<file path="config.mk">
export PLATFORM = sky130hd
export DESIGN_NAME = rfvc_engine
export DESIGN_NICKNAME = d
export VERILOG_FILES = /design/src/rfvc_pkg.sv /design/src/rfvc_engine.sv
export SDC_FILE = /design/constraint.sdc
export NUM_CORES = 1
export LEC_CHECK = 0
export ABC_AREA = 1
export ABC_CLOCK_PERIOD_IN_PS = 6320
export BUFFER_PORTS_ARGS = -buffer_cell sky130_fd_sc_hd__buf_2
export CAP_MARGIN = 10
export CORE_AREA = 4 4 184 186
export DETAILED_ROUTE_END_ITERATION = 10
export DIE_AREA = 0 0 188 190
export PLACE_DENSITY = 0.65
export SLEW_MARGIN = 20
export SYNTH_ARGS = -nofsm -noshare
export SYNTH_HDL_FRONTEND = slang
export SYNTH_HIERARCHICAL = 1
export SYNTH_SLANG_ARGS = --single-unit
</file>
<file path="constraint.sdc">
create_clock -name clock -period 6.32 [get_ports clock]
set_input_delay 0.632 -clock clock [delete_from_list [all_inputs] [get_ports clock]]
set_output_delay 0.632 -clock clock [all_outputs]
set_load 0.05 [all_outputs]
</file>
<file path="src/rfvc_pkg.sv">
// Purpose: Shared constants and types of the reader value/command engine, plus its ms timer.
// Assumes: 100 MHz clock; command bytes already parsed by the serial framing layer.
// Notes:   The timer length is a parameter so that simulation can shorten a millisecond.

package rfvc_pkg;

	// Host command codes after parsing
	typedef enum logic [3:0] {
		CMD_BLK_PUT_SHORT,
		CMD_BLK_PUT_LONG,
		CMD_PS_WRITE,
		CMD_RESET,
		CMD_FIELD_RESET,
		CMD_INC,
		CMD_DEC,
		CMD_COPY,
		CMD_LOGIN
	} rfvc_cmd_e;

	// Operations requested from the tag transceiver
	typedef enum logic [2:0] {
		TOP_READ,
		TOP_WRITE,
		TOP_INC,
		TOP_DEC,
		TOP_COPY,
		TOP_AUTH
	} rfvc_top_e;

	// Outcome reported by the tag transceiver
	typedef enum logic [2:0] {
		TS_OK,
		TS_NOTAG,
		TS_NOT_TYPE_A,
		TS_FAIL,
		TS_AUTH_FAIL
	} rfvc_tst_e;

	// Answer codes (ASCII)
	localparam logic [7:0] RFVC_ERR_RANGE = 8'h52;
	localparam logic [7:0] RFVC_ERR_FAIL  = 8'h46;
	localparam logic [7:0] RFVC_ERR_NOTAG = 8'h4E;
	localparam logic [7:0] RFVC_ERR_MODE  = 8'h4F;
	localparam logic [7:0] RFVC_ERR_VALUE = 8'h49;
	localparam logic [7:0] RFVC_ERR_AUTH  = 8'h58;
	localparam logic [7:0] RFVC_ACK_FIELD = 8'h59;
	localparam logic [7:0] RFVC_LOGIN_OK  = 8'h4C;

	// Parameter ranges
	localparam logic [7:0] RFVC_SHORT_BLK_MAX = 8'h40;
	localparam logic [7:0] RFVC_PS_ADDR_MIN   = 8'h0A;
	localparam logic [7:0] RFVC_PS_ADDR_MAX   = 8'hEF;
	localparam logic [7:0] RFVC_SECTOR_MAX    = 8'h3F;

	// Login key-type byte encodings
	localparam logic [7:0] RFVC_KT_A_DATA  = 8'hAA;
	localparam logic [7:0] RFVC_KT_B_DATA  = 8'hBB;
	localparam logic [7:0] RFVC_KT_A_ONES  = 8'hFF;
	localparam logic [7:0] RFVC_KT_A_BASE  = 8'h10;
	localparam logic [7:0] RFVC_KT_A_TOP   = 8'h2F;
	localparam logic [7:0] RFVC_KT_B_BASE  = 8'h30;
	localparam logic [7:0] RFVC_KT_B_TOP   = 8'h4F;

	// Built-in transport keys
	localparam logic [47:0] RFVC_TKEY_A    = 48'hA0A1A2A3A4A5;
	localparam logic [47:0] RFVC_TKEY_B    = 48'hB0B1B2B3B4B5;
	localparam logic [47:0] RFVC_TKEY_ONES = 48'hFFFFFFFFFFFF;

	// Answer lengths in bytes
	localparam logic [2:0] RFVC_LEN_BYTE = 3'h1;
	localparam logic [2:0] RFVC_LEN_WORD = 3'h4;

	// Reset values
	localparam logic [7:0]  RFVC_CFG_RST  = 8'h00;
	localparam logic [31:0] RFVC_DATA_RST = 32'h00000000;

	// Timing: one millisecond in clock cycles, rounded up
	localparam int RFVC_MS_NS       = 1000000;
	localparam int RFVC_CLK_NS      = 10;
	localparam int RFVC_CYC_PER_MS  = (RFVC_MS_NS + RFVC_CLK_NS - 1) / RFVC_CLK_NS;

endpackage

`timescale 1ns/1ns

// Counts a number of milliseconds and pulses done once; zero gives done next cycle
module rfvc_ms_timer
	import rfvc_pkg::*;
#(
	parameter int CYC_PER_MS = RFVC_CYC_PER_MS
)(
	input  wire logic       clock,  // system clock
	input  wire logic       rst_n,  // synchronised reset, active low
	input  wire logic       start,  // load ms and begin counting
	input  wire logic [7:0] ms,     // duration in milliseconds
	output logic            done    // one-cycle pulse at expiry
);
	localparam int CW = $clog2(CYC_PER_MS + 1);

	logic [CW-1:0] cyc_q;
	logic [7:0]    ms_left_q;
	logic          run_q;
	wire           ms_tick = (cyc_q == CW'(CYC_PER_MS - 1));

	always_ff @(posedge clock or negedge rst_n)
	begin
		if (!rst_n)
		begin
			cyc_q     <= '0;
			ms_left_q <= 8'h00;
			run_q     <= 1'b0;
			done      <= 1'b0;
		end
		else if (start)
		begin
			cyc_q     <= '0;
			ms_left_q <= ms;
			run_q     <= (ms != 8'h00);
			done      <= (ms == 8'h00);
		end
		else
		begin
			done  <= run_q && ms_tick && (ms_left_q == 8'h01);
			cyc_q <= (!run_q || ms_tick) ? '0 : cyc_q + CW'(1);
			if (run_q && ms_tick)
			begin
				ms_left_q <= ms_left_q - 8'h01;
				run_q     <= (ms_left_q != 8'h01);
			end
		end
	end
endmodule

</file>
<file path="src/rfvc_engine.sv">
// Purpose: Command execution of the reader: value blocks, login, parameter store, resets.
// Assumes: Framing layer delivers one parsed command at a time; tag and store ports answer
//          with one-cycle done pulses.
// Notes:   One answer per accepted command except reset, which gives none; the next command is taken only when idle.

`timescale 1ns/1ns

module rfvc_engine
	import rfvc_pkg::*;
#(
	parameter int CYC_PER_MS = RFVC_CYC_PER_MS
)(
	input  wire logic        clock,            // 100 MHz system clock
	input  wire logic        arst_n,           // asynchronous reset, active low
	input  wire logic        cmd_valid,        // parsed command present
	input  rfvc_cmd_e        cmd_code,         // command code
	input  wire logic [7:0]  cmd_arg0,         // block, address, sector, source, off time
	input  wire logic [7:0]  cmd_arg1,         // data, key type, target, recovery time
	input  wire logic [31:0] cmd_value,        // four-byte value or block data
	input  wire logic [47:0] cmd_key,          // supplied key bytes
	input  wire logic        cmd_key_cr,       // carriage return sent instead of key
	output logic             cmd_ready_q,      // engine idle, command taken when valid
	output logic             ans_valid_q,      // answer pulse
	output logic [2:0]       ans_len_q,        // answer length in bytes
	output logic [31:0]      ans_data_q,       // answer bytes, single byte in low bits
	output logic             ans_ver_q,        // pulse: send version string plus CR LF
	input  wire logic        text_mode,        // link is in text mode
	input  wire logic        startup_msg_off,  // start-up message disabled in config reg 2
	output logic             tag_req_q,        // tag operation request pulse
	output rfvc_top_e        tag_op_q,         // tag operation
	output logic [7:0]       tag_blk_q,        // block or sector
	output logic [7:0]       tag_dst_q,        // copy target block
	output logic [31:0]      tag_val_q,        // operand value or write data
	output logic [47:0]      tag_key_q,        // explicit key for login
	output logic             tag_key_b_q,      // login with key B
	output logic             tag_key_st_q,     // login with stored key
	output logic [4:0]       tag_key_idx_q,    // stored key index
	input  wire logic        tag_done,         // tag operation finished pulse
	input  rfvc_tst_e        tag_status,       // tag operation outcome
	input  wire logic [31:0] tag_rdata,        // value or data read back
	input  wire logic        tag_is_value,     // read block is in value format
	output logic             tag_reset_q,      // pulse: reset all tags in field
	output logic             field_on_q,       // antenna field enable
	output logic             ps_wr_q,          // parameter store write pulse
	output logic             ps_rd_q,          // parameter store read pulse
	output logic [7:0]       ps_addr_q,        // parameter store address
	output logic [7:0]       ps_wdata_q,       // parameter store write byte
	input  wire logic        ps_done,          // store access finished pulse
	input  wire logic [7:0]  ps_rdata,         // store read byte
	input  wire logic [7:0]  cfg_stored,       // start-up settings as held in the store
	output logic             cfg_load_q,       // pulse: stored settings being loaded
	output logic [7:0]       cfg_active_q      // settings in force
);
	typedef enum logic [3:0] {
		ST_IDLE, ST_PS_WR, ST_PS_RD, ST_FLD_OFF, ST_FLD_REC,
		ST_SRC_RD, ST_TAG_OP, ST_VERIFY, ST_AUTH, ST_RST
	} rfvc_st_e;

	function automatic logic fn_in(input logic [7:0] v, input logic [7:0] lo,
		input logic [7:0] hi);
		fn_in = (v >= lo) && (v <= hi);
	endfunction

	// Tag outcome to answer byte; other failures fall back to the caller's code
	function automatic logic [7:0] fn_err(input rfvc_tst_e s, input logic [7:0] other);
		fn_err = (s == TS_NOTAG)      ? RFVC_ERR_NOTAG :
		         (s == TS_NOT_TYPE_A) ? RFVC_ERR_MODE  : other;
	endfunction

	logic rst_s1_q;
	logic rst_n;
	always_ff @(posedge clock or negedge arst_n)
	begin
		if (!arst_n)
		begin
			rst_s1_q <= 1'b0;
			rst_n    <= 1'b0;
		end
		else
		begin
			rst_s1_q <= 1'b1;
			rst_n    <= rst_s1_q;
		end
	end

	rfvc_st_e    state_q, state_d;
	rfvc_cmd_e   op_q, op_d;
	logic [7:0]  arg1_q, arg1_d;
	logic [31:0] ans_data_d;
	logic [2:0]  ans_len_d;
	logic        ans_valid_d, ans_ver_d, tag_req_d, tag_reset_d, field_on_d;
	logic        ps_wr_d, ps_rd_d, cfg_load_d, tmr_start, boot_q;
	rfvc_top_e   tag_op_d;
	logic [7:0]  tag_blk_d, tag_dst_d, ps_addr_d, ps_wdata_d, tmr_ms;
	logic [31:0] tag_val_d;
	logic [47:0] tag_key_d;
	logic        tag_key_b_d, tag_key_st_d;
	logic [4:0]  tag_key_idx_d;
	wire         tmr_done;

	wire take       = cmd_valid && cmd_ready_q;
	wire short_oor  = (cmd_arg0 > RFVC_SHORT_BLK_MAX);
	wire ps_oor     = !fn_in(cmd_arg0, RFVC_PS_ADDR_MIN, RFVC_PS_ADDR_MAX);
	wire sector_oor = (cmd_arg0 > RFVC_SECTOR_MAX);

	// Login key-type decode
	wire       kt_aa    = (cmd_arg1 == RFVC_KT_A_DATA);
	wire       kt_bb    = (cmd_arg1 == RFVC_KT_B_DATA);
	wire       kt_ff    = (cmd_arg1 == RFVC_KT_A_ONES);
	wire       kt_st_a  = fn_in(cmd_arg1, RFVC_KT_A_BASE, RFVC_KT_A_TOP);
	wire       kt_st_b  = fn_in(cmd_arg1, RFVC_KT_B_BASE, RFVC_KT_B_TOP);
	wire       kt_ok    = kt_aa || kt_bb || kt_ff || kt_st_a || kt_st_b;
	wire [7:0] kt_idx_a = cmd_arg1 - RFVC_KT_A_BASE;
	wire [7:0] kt_idx_b = cmd_arg1 - RFVC_KT_B_BASE;
	// Index is zero unless a stored key is used, so the tag side sees no stray value
	wire [4:0] kt_idx   = kt_st_a ? kt_idx_a[4:0] : kt_st_b ? kt_idx_b[4:0] : 5'h00;
	wire [47:0] kt_key  = kt_ff      ? RFVC_TKEY_ONES :
	                      !cmd_key_cr ? cmd_key :
	                      kt_bb      ? RFVC_TKEY_B : RFVC_TKEY_A;
	wire       cfg_cap  = boot_q || cfg_load_q;
	wire       is_value_op = (op_q == CMD_INC) || (op_q == CMD_DEC) || (op_q == CMD_COPY);

	always_comb
	begin
		state_d       = state_q;
		op_d          = op_q;
		arg1_d        = arg1_q;
		ans_valid_d   = 1'b0;
		ans_len_d     = ans_len_q;
		ans_data_d    = ans_data_q;
		ans_ver_d     = 1'b0;
		tag_req_d     = 1'b0;
		tag_op_d      = tag_op_q;
		tag_blk_d     = tag_blk_q;
		tag_dst_d     = tag_dst_q;
		tag_val_d     = tag_val_q;
		tag_key_d     = tag_key_q;
		tag_key_b_d   = tag_key_b_q;
		tag_key_st_d  = tag_key_st_q;
		tag_key_idx_d = tag_key_idx_q;
		tag_reset_d   = 1'b0;
		field_on_d    = field_on_q;
		ps_wr_d       = 1'b0;
		ps_rd_d       = 1'b0;
		ps_addr_d     = ps_addr_q;
		ps_wdata_d    = ps_wdata_q;
		cfg_load_d    = 1'b0;
		tmr_start     = 1'b0;
		tmr_ms        = arg1_q;
		unique case (state_q)
			ST_IDLE:
			begin
				if (take)
				begin
					op_d      = cmd_code;
					arg1_d    = cmd_arg1;
					tag_blk_d = cmd_arg0;
					tag_dst_d = cmd_arg1;
					tag_val_d = cmd_value;
					ans_len_d = RFVC_LEN_BYTE;
					unique case (cmd_code)
						CMD_BLK_PUT_SHORT, CMD_BLK_PUT_LONG:
						begin
							if (cmd_code == CMD_BLK_PUT_SHORT && short_oor)
							begin
								ans_valid_d = 1'b1;
								ans_data_d  = {24'h000000, RFVC_ERR_RANGE};
							end
							else
							begin
								tag_req_d = 1'b1;
								tag_op_d  = TOP_WRITE;
								state_d   = ST_TAG_OP;
							end
						end
						CMD_PS_WRITE:
						begin
							if (ps_oor)
							begin
								ans_valid_d = 1'b1;
								ans_data_d  = {24'h000000, RFVC_ERR_RANGE};
							end
							else
							begin
								// Only the store is written; settings in force stay
								ps_wr_d    = 1'b1;
								ps_addr_d  = cmd_arg0;
								ps_wdata_d = cmd_arg1;
								state_d    = ST_PS_WR;
							end
						end
						CMD_RESET:
						begin
							cfg_load_d  = 1'b1;
							tag_reset_d = 1'b1;
							state_d     = ST_RST;
						end
						CMD_FIELD_RESET:
						begin
							field_on_d = 1'b0;
							tmr_start  = 1'b1;
							tmr_ms     = cmd_arg0;
							state_d    = ST_FLD_OFF;
						end
						CMD_INC, CMD_DEC, CMD_COPY:
						begin
							// Source first: format check before any change to the tag
							tag_req_d = 1'b1;
							tag_op_d  = TOP_READ;
							state_d   = ST_SRC_RD;
						end
						CMD_LOGIN:
						begin
							if (sector_oor || !kt_ok)
							begin
								ans_valid_d = 1'b1;
								ans_data_d  = {24'h000000, RFVC_ERR_RANGE};
							end
							else
							begin
								tag_req_d     = 1'b1;
								tag_op_d      = TOP_AUTH;
								tag_key_d     = kt_key;
								tag_key_b_d   = kt_bb || kt_st_b;
								tag_key_st_d  = kt_st_a || kt_st_b;
								tag_key_idx_d = kt_idx;
								state_d       = ST_AUTH;
							end
						end
						default:
						begin
							ans_valid_d = 1'b1;
							ans_data_d  = {24'h000000, RFVC_ERR_RANGE};
						end
					endcase
				end
			end
			ST_PS_WR:
			begin
				if (ps_done)
				begin
					ps_rd_d = 1'b1;
					state_d = ST_PS_RD;
				end
			end
			ST_PS_RD:
			begin
				if (ps_done)
				begin
					ans_valid_d = 1'b1;
					ans_data_d  = {24'h000000,
						(ps_rdata == ps_wdata_q) ? ps_rdata : RFVC_ERR_FAIL};
					state_d     = ST_IDLE;
				end
			end
			ST_FLD_OFF:
			begin
				if (tmr_done)
				begin
					field_on_d = 1'b1;
					tmr_start  = 1'b1;
					state_d    = ST_FLD_REC;
				end
			end
			ST_FLD_REC:
			begin
				if (tmr_done)
				begin
					ans_valid_d = 1'b1;
					ans_data_d  = {24'h000000, RFVC_ACK_FIELD};
					state_d     = ST_IDLE;
				end
			end
			ST_SRC_RD:
			begin
				if (tag_done)
				begin
					if (tag_status != TS_OK || !tag_is_value)
					begin
						ans_valid_d = 1'b1;
						ans_data_d  = {24'h000000, (tag_status != TS_OK) ?
							fn_err(tag_status, RFVC_ERR_FAIL) : RFVC_ERR_VALUE};
						state_d     = ST_IDLE;
					end
					else
					begin
						// Target format of a copy is checked only at read-back, after the copy
						tag_req_d = 1'b1;
						tag_op_d  = (op_q == CMD_INC) ? TOP_INC :
						            (op_q == CMD_DEC) ? TOP_DEC : TOP_COPY;
						state_d   = ST_TAG_OP;
					end
				end
			end
			ST_TAG_OP:
			begin
				if (tag_done)
				begin
					if (tag_status != TS_OK)
					begin
						ans_valid_d = 1'b1;
						ans_data_d  = {24'h000000, fn_err(tag_status, RFVC_ERR_FAIL)};
						state_d     = ST_IDLE;
					end
					else
					begin
						tag_req_d = 1'b1;
						tag_op_d  = TOP_READ;
						tag_blk_d = (op_q == CMD_COPY) ? tag_dst_q : tag_blk_q;
						state_d   = ST_VERIFY;
					end
				end
			end
			ST_VERIFY:
			begin
				if (tag_done)
				begin
					ans_valid_d = 1'b1;
					if (tag_status != TS_OK || (is_value_op && !tag_is_value))
						ans_data_d = {24'h000000, fn_err(tag_status, RFVC_ERR_FAIL)};
					else
					begin
						ans_len_d  = RFVC_LEN_WORD;
						ans_data_d = tag_rdata;
					end
					state_d = ST_IDLE;
				end
			end
			ST_AUTH:
			begin
				if (tag_done)
				begin
					ans_valid_d = 1'b1;
					ans_data_d  = {24'h000000, (tag_status == TS_OK) ? RFVC_LOGIN_OK :
						(tag_status == TS_AUTH_FAIL) ? RFVC_ERR_AUTH :
						fn_err(tag_status, RFVC_ERR_FAIL)};
					state_d     = ST_IDLE;
				end
			end
			ST_RST:
			begin
				ans_ver_d = text_mode && !startup_msg_off;
				state_d   = ST_IDLE;
			end
		endcase
	end

	rfvc_ms_timer #(
		.CYC_PER_MS (CYC_PER_MS)
	) u_timer (
		.clock (clock),
		.rst_n (rst_n),
		.start (tmr_start),
		.ms    (tmr_ms),
		.done  (tmr_done)
	);

	always_ff @(posedge clock or negedge rst_n)
	begin
		if (!rst_n)
		begin
			state_q <= ST_IDLE;
			op_q    <= CMD_RESET;
			arg1_q  <= 8'h00;
			boot_q  <= 1'b1;
		end
		else
		begin
			state_q <= state_d;
			op_q    <= op_d;
			arg1_q  <= arg1_d;
			boot_q  <= 1'b0;
		end
	end

	always_ff @(posedge clock or negedge rst_n)
	begin
		if (!rst_n)
		begin
			cmd_ready_q   <= 1'b0;
			ans_valid_q   <= 1'b0;
			ans_len_q     <= RFVC_LEN_BYTE;
			ans_data_q    <= RFVC_DATA_RST;
			ans_ver_q     <= 1'b0;
			tag_req_q     <= 1'b0;
			tag_op_q      <= TOP_READ;
			tag_blk_q     <= 8'h00;
			tag_dst_q     <= 8'h00;
			tag_val_q     <= RFVC_DATA_RST;
			tag_key_q     <= RFVC_TKEY_A;
			tag_key_b_q   <= 1'b0;
			tag_key_st_q  <= 1'b0;
			tag_key_idx_q <= 5'h00;
			tag_reset_q   <= 1'b0;
			field_on_q    <= 1'b1;
			ps_wr_q       <= 1'b0;
			ps_rd_q       <= 1'b0;
			ps_addr_q     <= 8'h00;
			ps_wdata_q    <= 8'h00;
			cfg_load_q    <= 1'b0;
			cfg_active_q  <= RFVC_CFG_RST;
		end
		else
		begin
			// Ready returns one cycle after an answer, so two answers never touch
			cmd_ready_q   <= (state_d == ST_IDLE) && (state_q == ST_IDLE) && !take;
			ans_valid_q   <= ans_valid_d;
			ans_len_q     <= ans_len_d;
			ans_data_q    <= ans_data_d;
			ans_ver_q     <= ans_ver_d;
			tag_req_q     <= tag_req_d;
			tag_op_q      <= tag_op_d;
			tag_blk_q     <= tag_blk_d;
			tag_dst_q     <= tag_dst_d;
			tag_val_q     <= tag_val_d;
			tag_key_q     <= tag_key_d;
			tag_key_b_q   <= tag_key_b_d;
			tag_key_st_q  <= tag_key_st_d;
			tag_key_idx_q <= tag_key_idx_d;
			tag_reset_q   <= tag_reset_d;
			field_on_q    <= field_on_d;
			ps_wr_q       <= ps_wr_d;
			ps_rd_q       <= ps_rd_d;
			ps_addr_q     <= ps_addr_d;
			ps_wdata_q    <= ps_wdata_d;
			cfg_load_q    <= cfg_load_d;
			// Captured only at boot or soft reset, never on a store write
			if (cfg_cap)
				cfg_active_q <= cfg_stored;
		end
	end
endmodule

</file>
==> results.json <==
{
  "rsz0062_at_grt": "no",
  "fin_nets": 1810,
  "drv_slew": 0,
  "coreArea_um2": 32300,
  "avgSynthCellArea_um2": 7.85,
  "cts_max_path_buffers": 3,
  "grt_pass1_wl_mm": 54.6,
  "crit_arrival_ps": 3620,
  "ys_types": 44,
  "fin_skew_ps": 18.7,
  "start_util_pct": 32.5,
  "setup_viol": 0,
  "hold_viol_final": 0,
  "clk_pin_slew_ps": 60,
  "drive_gt1_share_pct": 27.7,
  "num_rows": 66,
  "pwr_density_cell_nw_per_um2": 405,
  "first_pass_iters": 4,
  "syn-instance-count": 1336,
  "hp-start": "startup_msg_off",
  "die_area_um2": 35700,
  "clock_latency_ps": 540,
  "setup_tns_ps": 0,
  "place_congestion": 0.903,
  "final_cells": 2113,
  "yosysSeqAreaShare_pct": 50.4,
  "critPathCaptureType": "flip-flop",
  "ant_nets": 0,
  "antenna_found_initial": 7,
  "setup_slack_ps": 3110,
  "synthArstFlopShare_pct": 100,
  "die_h_um": 190,
  "io_pins": 334,
  "path_cells": "nor2_2, inv_2, nor2_4, nand2_4, inv_4, nand4_2, nand3_1, nand2_1",
  "viasPerCell": 4.74,
  "crit_type": "flip-flop to flip-flop",
  "cts_tree": "yes",
  "num-fill-cells": 3335,
  "cp_slowest_stage_delay_ps": 830,
  "vias": 10007,
  "crit_fanout": 58,
  "worst_slew_pin_slew_ps": 991,
  "max_cap_violations": 0,
  "min_path_type": "input port to flip-flop",
  "syn_to_final_growth_pct": 27.8,
  "netlist_area_um2": 10500,
  "hpwl_mm": 26.0,
  "dp.cells": 2059,
  "hold_depth": 2,
  "status": "finished, final reports clean",
  "grt_pass1_vias": 9876,
  "numCtsBuffers": 26,
  "relSlewSlack_pct": 33.8,
  "portBuffers": 332,
  "irDropWorstVdd_v": 0.000301,
  "drt_iter0_drc": 521,
  "grt_max_degree": 75,
  "min_to": "ans_ver_q$_DFF_PN0_",
  "final_cell_mix": "448 x nand2_1, 332 x buf_2, 185 x dfrtp_1, 109 x nor2_1, 106 x o21ai_0",
  "reg2regPathDepth": 8,
  "ys_seq_elements": 210,
  "grt-ovfl-total": 0,
  "required_ps": 6730,
  "grtUsageTotal_pct": 18.9,
  "drcViolationCount": 0,
  "synth-edff-count": 0,
  "fin_crit_ps": 3210,
  "post-route-period-util_pct": 50.8,
  "synth-warning-count": 6,
  "cts_root_buf": "clkbuf_16",
  "final_common_cell": "nand2_1",
  "pre_cts_ws_ps": 3090,
  "startpoint_type": "flip-flop",
  "leakagePower_nw": 7.10,
  "cts_max_level": 1,
  "total_power_mw": 5.42,
  "ys.flop_type": "dfrtp_1",
  "postRouteWirelength_mm": 34.8,
  "die_w_um": 188,
  "rrSetupSlack_ps": 3110,
  "r2r-start": "state_q[3]$_DFF_PN0_",
  "wl_per_cell_um": 16.5,
  "numClockSinks": 210,
  "cts_resized": 0,
  "critPathSlowestCell": "nand4_2",
  "rr_endpoint": "ans_data_q[20]$_DFFE_PN0P_",
  "max_freq_ghz": 0.312
}
## flip-flops by register name, indices dropped and copies added, names as in the netlist, 8 cells and up
register and count:
tag_key_q 48, ans_data_q 32, tag_val_q 32, u_timer/cyc_q 17
cfg_active_q 8, ps_addr_q 8, ps_wdata_q 8, tag_blk_q 8
tag_dst_q 8, u_timer/ms_left_q 8
## cell usage after synthesis (2+ instances only)
library cell	n	area share [%]
nand2_1	448	16
dfrtp_1	186	44
nor2_1	109	3.9
o21ai_0	106	5.1
inv_1	101	3.6
nand3_1	88	4.2
a21oi_1	51	2.4
nor3_1	31	1.5
nand3b_1	26	1.9
dfstp_2	24	6.0
clkbuf_1	23	0.82
buf_2	20	0.95
nand4_1	15	0.90
inv_2	11	0.39
o21ai_1	10	0.48
nor2_2	9	0.54
buf_4	8	0.57
mux2_2	8	0.86
nand2_2	7	0.42
buf_6	6	0.64
nor2_4	6	0.64
xnor2_1	5	0.42
o211ai_1	4	0.29
xor2_1	4	0.33
ha_1	3	0.36
o21a_1	3	0.21
a21oi_2	2	0.17
a31oi_1	2	0.12
conb_1	2	0.072
nand2_4	2	0.21
nand3_2	2	0.19
nand4_2	2	0.24
## worst max-delay path, delay by kind of cell, from the launching register on
kind | cells | cell delay (ps)
flops | 1 | 440
buf+inv | 2 | 540
simple gates | 6 | 2070
## cell families after synthesis
kind of cell / after synthesis / share of synthesized area, %
compound gates: 186 / 9.58
simple gates: 747 / 30.9
mux: 8 / 0.859
other cells: 2 / 0.0716
flops: 210 / 50.4
fa+ha+maj: 3 / 0.358
buf+inv: 171 / 7.10
xor+xnor: 9 / 0.752
## metrics by stage
| stage | area, µm² | hold WS, ps | util [%] |
|---|---|---|---|
| after floorplan | 10500 | 331 | - |
| after global placement | 12400 | 336 | 38.5 |
| after detailed placement | 12400 | 340 | 38.5 |
| after CTS | 13400 | 222 | 41.4 |
| after global routing | 13400 | 236 | 41.5 |
| final | 13400 | 255 | 41.5 |
## repair_timing
action / 4_1_cts / 5_1_grt
hold endpoints to repair: 2 / 0
buffers inserted: 0 / 0
hold buffers: 1 / 0
## metal layers
layer,GRT usage [%],routed length (µm)
met4,4.69,843
met1,25.0,15200
met2,31.1,15800
met3,4.79,2810
met5,0,54
## where the power goes
group	internal [mW]	leakage (nW)	switching [mW]	total [mW]
registers	1.62	2.66	0.211	1.83
logic	0.480	4.00	1.53	2.01
clock network	0.970	0.442	0.603	1.57
## how the worst max path moves through the flow
stage | slack (ps) | startpoint | endpoint | depth (start not counted)
floorplan | 80 | rst_n$_DFF_PN0_ | ans_data_q[0]$_DFFE_PN0P_ | 0
global placement | 3190 | cmd_valid | tag_op_q[1]$_DFFE_PN0P_ | 9
detailed placement | 3090 | state_q[3]$_DFF_PN0_ | tag_op_q[2]$_DFFE_PN0P_ | 9
CTS | 3040 | state_q[3]$_DFF_PN0_ | tag_op_q[2]$_DFFE_PN0P_ | 9
global route | 2680 | state_q[3]$_DFF_PN0_ | tag_op_q[2]$_DFFE_PN0P_ | 9
finish | 3110 | state_q[3]$_DFF_PN0_ | ans_data_q[20]$_DFFE_PN0P_ | 8
## area by class of cell
cell class | instances | area (µm²) | area share, %
Sequential cell | 210 | 5290 | 39.5
Multi-Input combinational cell | 956 | 4460 | 33.3
Timing Repair Buffer | 339 | 1740 | 13.0
Clock buffer | 34 | 721 | 5.38
Tap cell | 442 | 553 | 4.13
Inverter | 114 | 430 | 3.21
Clock inverter | 14 | 196 | 1.47
Antenna cell | 4 | 10.0 | 0.0747
No activity file was read; power rests on OpenSTA's default activity.
